[config.mk]
export PLATFORM = sky130hd
export DESIGN_NAME = pitx_regs
export DESIGN_NICKNAME = d
export VERILOG_FILES = /design/src/hdl/pitx_pkg.sv /design/src/hdl/pitx_core_if.sv /design/src/hdl/pitx_lem_counter.sv /design/src/hdl/pitx_tx_gen.sv /design/src/hdl/pitx_regs.sv
export SDC_FILE = /design/constraint.sdc
export NUM_CORES = 1
export LEC_CHECK = 0
export ABC_AREA = 1
export BUFFER_PORTS_ARGS = -buffer_cell sky130_fd_sc_hd__buf_2
export CAP_MARGIN = 20
export CELL_PAD_IN_SITES_DETAIL_PLACEMENT = 1
export CELL_PAD_IN_SITES_GLOBAL_PLACEMENT = 2
export CORE_MARGIN = 2
export CORE_UTILIZATION = 28
export DETAILED_ROUTE_END_ITERATION = 6
export HOLD_SLACK_MARGIN = 0.15
export PLACE_DENSITY_LB_ADDON = 0.1
export SYNTH_ARGS = -nofsm -noshare
export SYNTH_HDL_FRONTEND = slang
export SYNTH_HIERARCHICAL = 1
export SYNTH_SLANG_ARGS = --single-unit
[constraint.sdc]
create_clock -name clk_sys -period 2.3 [get_ports clk_sys]
set_input_delay 0.575 -clock clk_sys [delete_from_list [all_inputs] [get_ports clk_sys]]
set_output_delay 0.575 -clock clk_sys [all_outputs]
set_load 0.02 [all_outputs]
[src/hdl/pitx_pkg.sv]
// constants shared by the interrupt and transmit-mode register block
package pitx_pkg;

  // ----------------------------------------------------------------
  // control bus register addresses
  // ----------------------------------------------------------------
  localparam logic [4:0] ADDR_INT_COND = 5'h02;
  localparam logic [4:0] ADDR_INT_MASK = 5'h03;
  localparam logic [4:0] ADDR_TX_STATE = 5'h04;
  localparam logic [4:0] ADDR_INT_CMP = 5'h1A;
  localparam logic [4:0] ADDR_TX_CMP = 5'h1B;

  // ----------------------------------------------------------------
  // values after reset
  // ----------------------------------------------------------------
  localparam logic [7:0] INT_COND_RST = 8'h10; // link threshold flag set
  localparam logic [7:0] INT_MASK_RST = 8'h00;
  localparam logic [7:0] TX_STATE_RST = 8'hA2; // off mode, smoother, bit 7
  localparam logic [7:0] CMP_RST = 8'h00;
  localparam logic [7:0] LEM_COUNT_RST = 8'h00;

  // ----------------------------------------------------------------
  // field positions
  // ----------------------------------------------------------------
  localparam int BIT_REQ_PAR_ERR = 0;
  localparam int BIT_CTL_PAR_ERR = 1;
  localparam int BIT_WR_REJECT = 2;
  localparam int BIT_WR_INHIBIT = 3;
  localparam int BIT_LINK_THRESH = 4;
  localparam int BIT_RCV_A = 5;
  localparam int BIT_RCV_B = 6;
  localparam int BIT_USER_SENSE = 7;
  localparam int TX_MODE_LSB = 0;
  localparam int INJ_LSB = 3;
  localparam int BIT_SMOOTHER = 5;
  localparam int BIT_REQ_PAR_CHK = 6;

  // ----------------------------------------------------------------
  // transmit modes, injection codes and line symbols
  // ----------------------------------------------------------------
  localparam logic [2:0] MODE_ACTIVE = 3'h0;
  localparam logic [2:0] MODE_IDLE = 3'h1;
  localparam logic [2:0] MODE_OFF = 3'h2;
  localparam logic [2:0] MODE_MASTER = 3'h4;
  localparam logic [2:0] MODE_HALT = 3'h5;
  localparam logic [2:0] MODE_QUIET = 3'h6;
  localparam logic [1:0] INJ_ONE_SHOT = 2'h1;
  localparam logic [4:0] SYM_IDLE = 5'h1F;
  localparam logic [4:0] SYM_HALT = 5'h04;
  localparam logic [4:0] SYM_QUIET = 5'h00;

  // addresses of read-only registers elsewhere in the device
  function automatic logic is_read_only(input logic [4:0] addr);
    case (addr)
      5'h08, 5'h0F, 5'h10, 5'h13, 5'h14: is_read_only = 1'b1;
      5'h16, 5'h18, 5'h19, 5'h1E, 5'h1F: is_read_only = 1'b1;
      default: is_read_only = 1'b0;
    endcase
  endfunction

endpackage

[src/hdl/pitx_core_if.sv]
// signals between the register bank and its transmit and counter units
`timescale 1ns/1ps
interface pitx_core_if;
  logic [2:0] tx_mode;
  logic [9:0] req_pair;
  logic [9:0] filt_pair;
  logic filt_valid;
  logic [9:0] inj_pair;
  logic inj_valid;
  logic [9:0] tx_pair;
  logic tx_enable;
  logic lem_load;
  logic [7:0] lem_value;
  logic lem_error;
  logic lem_reached;

  modport ctrl (output tx_mode, req_pair, filt_pair, filt_valid, inj_pair,
    inj_valid, lem_load, lem_value, lem_error,
    input tx_pair, tx_enable, lem_reached);
  modport txgen (input tx_mode, req_pair, filt_pair, filt_valid, inj_pair,
    inj_valid, output tx_pair, tx_enable);
  modport lemc (input lem_load, lem_value, lem_error, output lem_reached);
endinterface

[src/hdl/pitx_lem_counter.sv]
// link error monitor down-counter with a reached-zero pulse
`timescale 1ns/1ps
module pitx_lem_counter (
  input logic clk_sys,
  input logic srst,
  pitx_core_if.lemc core
);
  import pitx_pkg::*;

  logic [7:0] count_r;
  logic reached_r;

  wire count_zero = (count_r == 8'h00);
  wire count_last = (count_r == 8'h01);

  // ----------------------------------------------------------------
  // count down on each link error until zero, then hold; pulse when zero is reached
  // ----------------------------------------------------------------
  always_ff @(posedge clk_sys) begin
    if (srst) begin
      count_r <= LEM_COUNT_RST; // starts at zero
      reached_r <= 1'b0;
    end else if (core.lem_load) begin
      count_r <= core.lem_value;
      reached_r <= (core.lem_value == 8'h00);
    end else begin
      if (core.lem_error && !count_zero) count_r <= count_r - 8'h01;
      reached_r <= core.lem_error && count_last;
    end
  end

  assign core.lem_reached = reached_r;

  lem_pulse_a: assert property (@(posedge clk_sys)
    disable iff (srst)
    core.lem_error && count_last && !core.lem_load |=> core.lem_reached)
    else $error("zero reach did not pulse");
endmodule // pitx_lem_counter

[src/hdl/pitx_tx_gen.sv]
// transmit symbol pair selection with injection and mode priority
`timescale 1ns/1ps
module pitx_tx_gen (
  input logic clk_sys,
  input logic srst,
  pitx_core_if.txgen core
);
  import pitx_pkg::*;

  logic [9:0] pair_r;
  logic en_r;
  logic [9:0] mode_pair;

  // ----------------------------------------------------------------
  // symbols of the selected transmit mode; reserved codes give quiet
  // ----------------------------------------------------------------
  always_comb begin
    case (core.tx_mode)
      MODE_ACTIVE: mode_pair = core.filt_valid ? core.filt_pair
                                                : core.req_pair;
      MODE_IDLE: mode_pair = {SYM_IDLE, SYM_IDLE};
      MODE_MASTER: mode_pair = {SYM_HALT, SYM_QUIET};
      MODE_HALT: mode_pair = {SYM_HALT, SYM_HALT};
      MODE_OFF, MODE_QUIET: mode_pair = {SYM_QUIET, SYM_QUIET};
      default: mode_pair = {SYM_QUIET, SYM_QUIET};
    endcase
  end

  wire [9:0] out_nxt = core.inj_valid ? core.inj_pair : mode_pair;
  wire en_nxt = (core.tx_mode != MODE_OFF);

  // ----------------------------------------------------------------
  // output register
  // ----------------------------------------------------------------
  always_ff @(posedge clk_sys) begin
    if (srst) begin
      pair_r <= {SYM_QUIET, SYM_QUIET};
      en_r <= 1'b0;
    end else begin
      pair_r <= out_nxt;
      en_r <= en_nxt;
    end
  end

  assign core.tx_pair = pair_r;
  assign core.tx_enable = en_r;

  off_mode_a: assert property (@(posedge clk_sys)
    disable iff (srst)
    core.tx_mode == MODE_OFF && !core.inj_valid
    |=> !core.tx_enable && core.tx_pair == 10'h000)
    else $error("off mode not quiet or enable still high");
  inject_prio_a: assert property (@(posedge clk_sys)
    disable iff (srst)
    core.inj_valid |=> core.tx_pair == $past(core.inj_pair))
    else $error("injected pair lost priority");
  idle_mode_a: assert property (@(posedge clk_sys)
    disable iff (srst)
    core.tx_mode == MODE_IDLE && !core.inj_valid
    |=> core.tx_pair == 10'h3FF)
    else $error("idle mode pair wrong");
endmodule // pitx_tx_gen

[src/hdl/pitx_regs.sv]
// interrupt condition, mask and transmit state registers on the control bus
`timescale 1ns/1ps
module pitx_regs (
  clk_sys, srst, cb_addr, cb_wdata, cb_wpar, cb_wr, cb_rd, cb_par_en,
  cb_rdata, cb_ack, int_n, req_pair, req_par, req_valid, filt_pair,
  filt_valid, inj_pair, inj_valid, oneshot_done, lem_load, lem_value,
  lem_error, receive_condition_a, receive_mask_a, receive_condition_b,
  receive_mask_b, sense_bits, tx_pair, optical_tx_enable, smoother_enable,
  request_parity_check_enable, injection_control
);
  import pitx_pkg::*;

  input logic clk_sys;
  input logic srst;
  input logic [4:0] cb_addr;
  input logic [7:0] cb_wdata;
  input logic cb_wpar;
  input logic cb_wr;
  input logic cb_rd;
  input logic cb_par_en;
  output logic [7:0] cb_rdata;
  output logic cb_ack;
  output logic int_n;
  input logic [9:0] req_pair;
  input logic req_par;
  input logic req_valid;
  input logic [9:0] filt_pair;
  input logic filt_valid;
  input logic [9:0] inj_pair;
  input logic inj_valid;
  input logic oneshot_done;
  input logic lem_load;
  input logic [7:0] lem_value;
  input logic lem_error;
  input logic [7:0] receive_condition_a;
  input logic [7:0] receive_mask_a;
  input logic [7:0] receive_condition_b;
  input logic [7:0] receive_mask_b;
  input logic [1:0] sense_bits;
  output logic [9:0] tx_pair;
  output logic optical_tx_enable;
  output logic smoother_enable;
  output logic request_parity_check_enable;
  output logic [1:0] injection_control;

  logic [7:0] int_cond_r;
  logic [7:0] int_cond_nxt;
  logic [7:0] int_mask_r;
  logic [7:0] tx_state_r;
  logic [7:0] tx_state_nxt;
  logic [7:0] int_cmp_r;
  logic [7:0] tx_cmp_r;
  logic [7:0] rdata_r;
  logic ack_r;
  logic int_n_r;

  pitx_core_if core ();

  // ----------------------------------------------------------------
  // control bus decode; a write with bad parity is dropped
  // ----------------------------------------------------------------
  wire ctl_par_err = cb_wr && cb_par_en && !(^{cb_wdata, cb_wpar});
  wire wr_ok = cb_wr && !ctl_par_err;
  wire wr_cond = wr_ok && (cb_addr == ADDR_INT_COND);
  wire wr_mask = wr_ok && (cb_addr == ADDR_INT_MASK);
  wire wr_txs = wr_ok && (cb_addr == ADDR_TX_STATE);
  wire wr_icmp = wr_ok && (cb_addr == ADDR_INT_CMP);
  wire wr_tcmp = wr_ok && (cb_addr == ADDR_TX_CMP);
  wire wr_reject = cb_wr && is_read_only(cb_addr);

  // ----------------------------------------------------------------
  // conditional write: only bits equal to the compare register move
  // ----------------------------------------------------------------
  wire [7:0] cond_eq = ~(int_cond_r ^ int_cmp_r);
  wire [7:0] txs_eq = ~(tx_state_r ^ tx_cmp_r);
  wire cond_inh = wr_cond && (int_cond_r != int_cmp_r);
  wire txs_inh = wr_txs && (tx_state_r != tx_cmp_r);
  wire [7:0] cond_sw = wr_cond ?
    ((int_cond_r & ~cond_eq) | (cb_wdata & cond_eq)) : int_cond_r;
  wire [7:0] txs_sw = wr_txs ?
    ((tx_state_r & ~txs_eq) | (cb_wdata & txs_eq)) : tx_state_r;

  // ----------------------------------------------------------------
  // hardware event sources of the condition flags
  // ----------------------------------------------------------------
  wire req_par_err = req_valid && tx_state_r[BIT_REQ_PAR_CHK]
    && !(^{req_pair, req_par});
  wire rcv_a_lvl = |(receive_condition_a & receive_mask_a);
  wire rcv_b_lvl = |(receive_condition_b & receive_mask_b);
  wire user_lvl = |sense_bits;
  wire [7:0] cond_set = {user_lvl, rcv_b_lvl, rcv_a_lvl, core.lem_reached,
    cond_inh | txs_inh, wr_reject, ctl_par_err, req_par_err};
  wire oneshot_clr = oneshot_done
    && (tx_state_r[INJ_LSB+:2] == INJ_ONE_SHOT);

  // ----------------------------------------------------------------
  // next values: a hardware set wins over a software clear
  // ----------------------------------------------------------------
  always_comb begin
    int_cond_nxt = cond_sw | cond_set;
    tx_state_nxt = txs_sw;
    if (oneshot_clr) tx_state_nxt[INJ_LSB] = 1'b0;
  end

  wire [7:0] rdata_nxt =
    (cb_addr == ADDR_INT_COND) ? int_cond_r :
    (cb_addr == ADDR_INT_MASK) ? int_mask_r :
    (cb_addr == ADDR_TX_STATE) ? tx_state_r :
    (cb_addr == ADDR_INT_CMP) ? int_cmp_r :
    (cb_addr == ADDR_TX_CMP) ? tx_cmp_r : 8'h00;

  // ----------------------------------------------------------------
  // condition and transmit state registers
  // ----------------------------------------------------------------
  always_ff @(posedge clk_sys) begin
    if (srst) begin
      int_cond_r <= INT_COND_RST;
      tx_state_r <= TX_STATE_RST;
    end else begin
      int_cond_r <= int_cond_nxt;
      tx_state_r <= tx_state_nxt;
    end
  end

  // ----------------------------------------------------------------
  // mask and compare registers, written without condition
  // ----------------------------------------------------------------
  always_ff @(posedge clk_sys) begin
    if (srst) begin
      int_mask_r <= INT_MASK_RST;
      int_cmp_r <= CMP_RST;
      tx_cmp_r <= CMP_RST;
    end else begin
      if (wr_mask) int_mask_r <= cb_wdata;
      if (wr_icmp) int_cmp_r <= cb_wdata;
      if (wr_tcmp) tx_cmp_r <= cb_wdata;
    end
  end

  // ----------------------------------------------------------------
  // read data, access acknowledge and interrupt output
  // ----------------------------------------------------------------
  always_ff @(posedge clk_sys) begin
    if (srst) begin
      rdata_r <= 8'h00;
      ack_r <= 1'b0;
      int_n_r <= 1'b1;
    end else begin
      if (cb_rd) rdata_r <= rdata_nxt;
      ack_r <= cb_rd | cb_wr;
      int_n_r <= ~|(int_cond_r & int_mask_r);
    end
  end

  // ----------------------------------------------------------------
  // connections to the transmit and counter units
  // ----------------------------------------------------------------
  assign core.tx_mode = tx_state_r[TX_MODE_LSB+:3];
  assign core.req_pair = req_pair;
  assign core.filt_pair = filt_pair;
  assign core.filt_valid = filt_valid;
  assign core.inj_pair = inj_pair;
  assign core.inj_valid = inj_valid;
  assign core.lem_load = lem_load;
  assign core.lem_value = lem_value;
  assign core.lem_error = lem_error;

  pitx_tx_gen u_tx_gen (
    .clk_sys(clk_sys),
    .srst(srst),
    .core(core)
  );

  pitx_lem_counter u_lem_counter (
    .clk_sys(clk_sys),
    .srst(srst),
    .core(core)
  );

  // outputs, each straight from a flip-flop
  assign cb_rdata = rdata_r;
  assign cb_ack = ack_r;
  assign int_n = int_n_r;
  assign tx_pair = core.tx_pair;
  assign optical_tx_enable = core.tx_enable;
  assign smoother_enable = tx_state_r[BIT_SMOOTHER];
  assign request_parity_check_enable = tx_state_r[BIT_REQ_PAR_CHK];
  assign injection_control = tx_state_r[INJ_LSB+:2];

  // ----------------------------------------------------------------
  // checks
  // ----------------------------------------------------------------
  mask_reset_a: assert property (@(posedge clk_sys)
    srst |=> int_mask_r == 8'h00)
    else $error("mask not cleared by reset");
  txs_reset_a: assert property (@(posedge clk_sys)
    srst |=> tx_state_r == 8'hA2 && optical_tx_enable == 1'b0 ##1 1'b1)
    else $error("transmit state reset value wrong");
  link_error_threshold_flag_reset_a: assert property (@(posedge clk_sys)
    srst |=> int_cond_r[4])
    else $error("link threshold flag not set by reset");
  link_error_threshold_flag_set_a: assert property (@(posedge clk_sys)
    disable iff (srst)
    core.lem_reached |=> int_cond_r[4])
    else $error("link threshold flag missed");
  // the flag is sticky: only a software write may take it down
  link_error_threshold_flag_hold_a: assert property (@(posedge clk_sys)
    disable iff (srst)
    int_cond_r[4] && !wr_cond |=> int_cond_r[4])
    else $error("link threshold flag dropped without a write");
  int_out_a: assert property (@(posedge clk_sys)
    disable iff (srst)
    |(int_cond_r & int_mask_r) |=> !int_n)
    else $error("interrupt output not asserted");
  int_idle_a: assert property (@(posedge clk_sys)
    disable iff (srst)
    !(|(int_cond_r & int_mask_r)) |=> int_n)
    else $error("interrupt output low with nothing enabled");
  rcv_set_a: assert property (@(posedge clk_sys)
    disable iff (srst)
    |(receive_condition_a & receive_mask_a) |=> int_cond_r[5] ##1 1'b1)
    else $error("receive A flag not set");
  rcv_b_set_a: assert property (@(posedge clk_sys)
    disable iff (srst)
    |(receive_condition_b & receive_mask_b) |=> int_cond_r[6])
    else $error("receive B flag not set");
  rcv_hold_a: assert property (@(posedge clk_sys)
    disable iff (srst)
    $fell(int_cond_r[6])
    |-> $past(~|(receive_condition_b & receive_mask_b)))
    else $error("receive B flag cleared while pending");
  user_flag_a: assert property (@(posedge clk_sys)
    disable iff (srst)
    $fell(int_cond_r[7]) |-> $past(sense_bits) == 2'b00)
    else $error("user flag cleared while a sense bit set");
  user_set_a: assert property (@(posedge clk_sys)
    disable iff (srst)
    |sense_bits |=> int_cond_r[7])
    else $error("user flag not set");
  // bits that differed from the compare must hold; the one-shot clear
  // of injection bit 3 is left out
  inhibit_a: assert property (@(posedge clk_sys)
    disable iff (srst)
    wr_ok && cb_addr == ADDR_TX_STATE && tx_state_r != tx_cmp_r
    |=> int_cond_r[3] && (((tx_state_r ^ $past(tx_state_r))
    & $past(tx_state_r ^ tx_cmp_r) & 8'hF7) == 8'h00))
    else $error("mismatched conditional write not inhibited");
  mask_rw_a: assert property (@(posedge clk_sys)
    disable iff (srst)
    wr_mask |=> int_mask_r == $past(cb_wdata))
    else $error("mask write not stored");
  ack_pulse_a: assert property (@(posedge clk_sys)
    disable iff (srst)
    cb_rd || cb_wr |=> cb_ack)
    else $error("access not acknowledged");
  // a software write may set the flag as well, so it is left out
  parity_en_a: assert property (@(posedge clk_sys)
    disable iff (srst)
    $rose(int_cond_r[0]) && !$past(wr_cond) |-> $past(tx_state_r[6]))
    else $error("request parity flagged while disabled");
endmodule // pitx_regs

==> flow_metrics.py <==
metrics = {
    "power": {
        "powerDensity_mw_per_mm2": 585,
        "power_w": 0.00330,
        "ir_worst_vdd_uv": 316,
        "leakagePower_nw": 2.77,
    },
    "floorplan": {
        "top_level_ports": 123,
        "die-area_mm2": 0.0171,
        "core-area_mm2": 0.0158,
        "rows": 46,
        "die_h_um": 131,
        "start_util_pct": 28.4,
        "fp.dieW_um": 131,
    },
    "route": {
        "avgRoutedWirePerCell_um": 16.0,
        "viasPerCell": 4.75,
        "drt-total-wl_um": 16500,
        "drt.antenna.violating_nets": 0,
        "remaining_drc_errors": 0,
        "dr.pass1.iters": 4,
        "vias": 4887,
        "dr.first_iter.drc_count": 143,
    },
    "sta": {
        "worstMarginPinSlew_ps": 484,
        "final_max_slew_viol_count": 0,
        "finalHoldViolCount": 0,
        "fmax_mhz": 512,
        "min_period_ps": 1950,
        "finalCritPeriodShare_pct": 84.9,
        "rsz0062_at_grt": "false",
        "finalSetupViolations": 0,
        "setup_tns_ps": 0,
        "finClkSkew_ps": 10.8,
        "finalWorstSetupSlack_ps": 347,
        "relSlewSlack_pct": 67.7,
    },
    "cells_and_area": {
        "nNetsFinal": 911,
        "multiInputGateArea_mm2": 0.00272,
        "regArea_mm2": 0.00140,
        "diodes": 0,
        "fillers": 2094,
        "fin_cells": 1029,
        "drive_above_1_share_pct": 24.4,
        "syn2layout_area_growth_pct": 25.3,
    },
    "global_routing": {
        "grt_usage_pct": 20.0,
        "antenna_found_initial": 0,
        "grt_pass1_vias": 5174,
        "grt_pass1_wl_um": 26300,
        "grt_overflow": 0,
        "grt_max_degree": 41,
    },
    "flow_run": {
        "drv_cap": 0,
    },
    "placed_design": {
        "pre_cts_ws_ps": 1.96,
        "dp_hpwl_um": 13000,
        "gp_congestion": 0.893,
        "dp_cells": 1013,
        "numPortBuffers": 122,
    },
    "logic_synthesis": {
        "synth.distinct_cells": 46,
        "synth-seq-area-share_pct": 31.1,
        "synthMostInstantiatedCell": "nand2_1",
        "synth_top_area_share_pct": 31.1,
        "synth-edff-count": 0,
        "yosysWarnings": 6,
        "syn_nets": 787,
        "async_flop_share_pct": 0,
        "syn_avg_cell_area_um2": 6.58,
        "yosys-top-cells-count": "213 x nand2_1, 89 x nor2_1, 70 x dfxtp_1",
        "synth_ff_type": "dfxtp_1",
        "synth.area.top_cells": "dfxtp_1 31%, nand2_1 18%, nor2_1 7.4%, inv_1 4.8%, nand3_1 4.7%",
        "syn_inst": 684,
        "syn_area_mm2": 0.00450,
        "synth_area_leader_cell": "dfxtp_1",
        "ys_seq_elements": 70,
    },
    "worst_setup_path": {
        "cp_max_fo": 8,
        "slowest_stage": "nor3_4",
        "cpLargestDelayFamily": "buffers and inverters",
        "worstSetupEndpointType": "register",
        "cp-start-kind": "primary input",
        "required_ps": 2570,
        "crit_buf_inv": 5,
        "path_class": "in -> reg",
        "crit_path_cell_trace": "buf_2 > inv_1 > ha_1 > inv_1 > nor3_4 > inv_2 > buf_4 > o2111ai_1 > nand3_1 > a21oi_1",
        "cpMostUsedCell": "inv_1",
        "cp.arrival_ps": 2220,
        "critical-path-max-stage-delay_ps": 400,
    },
    "cts": {
        "clockBufferDepth": 2,
        "clkTransAtPathRegs_ps": 60,
        "clock-sinks": 70,
        "clk_latency_ps": 340,
        "cts_buffers": 9,
        "hold_buffers": 0,
        "cts_setup_buffers": 0,
        "root_buffer": "clkbuf_16",
        "post_cts_resized": 0,
        "cts_tree": "done",
        "htreeDepth": 3,
    },
    "min_path": {
        "hp-class": "reg -> reg",
    },
    "run_status": {
        "outcome": "finished, final reports clean",
    },
}
-- worst min-delay path: stages, from the launching register on --
cell     delay (ps)
dfxtp_1         310
nor2_1           60
nand3_1          70
-- final timing paths --
kind / startpoint / endpoint / slack (ps) / depth (start not counted)
min: u_lem_counter/core.lem_reached / int_cond_r[4] / 470 / 2
max reg2reg: u_lem_counter/count_r[0] / u_lem_counter/count_r[7] / 680 / 9
max: cb_addr[0] / cb_rdata[3] / 350 / 10
min reg2reg: u_lem_counter/core.lem_reached / int_cond_r[4] / 470 / 2
-- power breakdown --
group | switching [W] | internal (W)
Sequential | 0.0000396 | 0.00125
Clock | 0.000548 | 0.000838
Combinational | 0.000390 | 0.000233
Total | 0.000978 | 0.00232
-- cells in the final DEF, fill, tap and decap left out, types with 4 or more instances in the layout --
cell,n
a21oi_2,8
ha_1,5
xor2_1,9
nand3_1,42
buf_2,122
inv_1,57
nor2_1,89
nand2_1,213
nor2_2,5
dfxtp_1,70
nor3_1,4
xnor2_1,14
inv_2,10
o21ai_1,23
nor2_8,4
buf_4,12
nand4_1,21
o21ai_0,8
nand3b_1,4
clkbuf_16,9
o2111ai_1,10
a221oi_1,4
nand3_2,4
a21oi_1,28
-- through the flow --
stage / hold WS [ps] / area, µm² / utilization [%]
after global routing: 501 / 5640 / 35.6
after global placement: 458 / 5350 / 33.8
after detailed placement: 451 / 5350 / 33.8
after floorplan: 411 / 4500 / -
after CTS: 467 / 5640 / 35.6
final: 467 / 5640 / 35.6
-- cell type report --
class,instances,share of cell area (%)
multi-input cells,524,48.2
well taps,216,4.79
clock inverters,6,1.11
clock buffers,10,4.06
inverters,69,4.59
flip-flops and latches,70,24.8
repair buffers,134,12.4
-- per-layer routing --
layer	routed length (µm)	share of wire (%)	vias to the layer above	global-route usage, %
met1	7230	44	2289	24.5
met4	363	2.2	0	7.95
met3	747	4.5	19	3.71
li1	-	-	2467	-
met5	0	0	-	0
met2	8110	49	112	34.8
-- logic make-up (layout without fill, tap and decap cells) --
kind of cell | count (synthesis) | after routing | share of synthesized area, %
flip-flops | 70 | 70 | 31.1
AO/OA/AOI/OAI | 92 | 92 | 13.0
AND/OR/NAND/NOR | 404 | 404 | 41.6
adder cells (fa/ha/maj) | 5 | 5 | 1.39
buffers and inverters | 90 | 219 | 8.48
XOR/XNOR | 23 | 23 | 4.47
(Power assumes the default switching activity.)
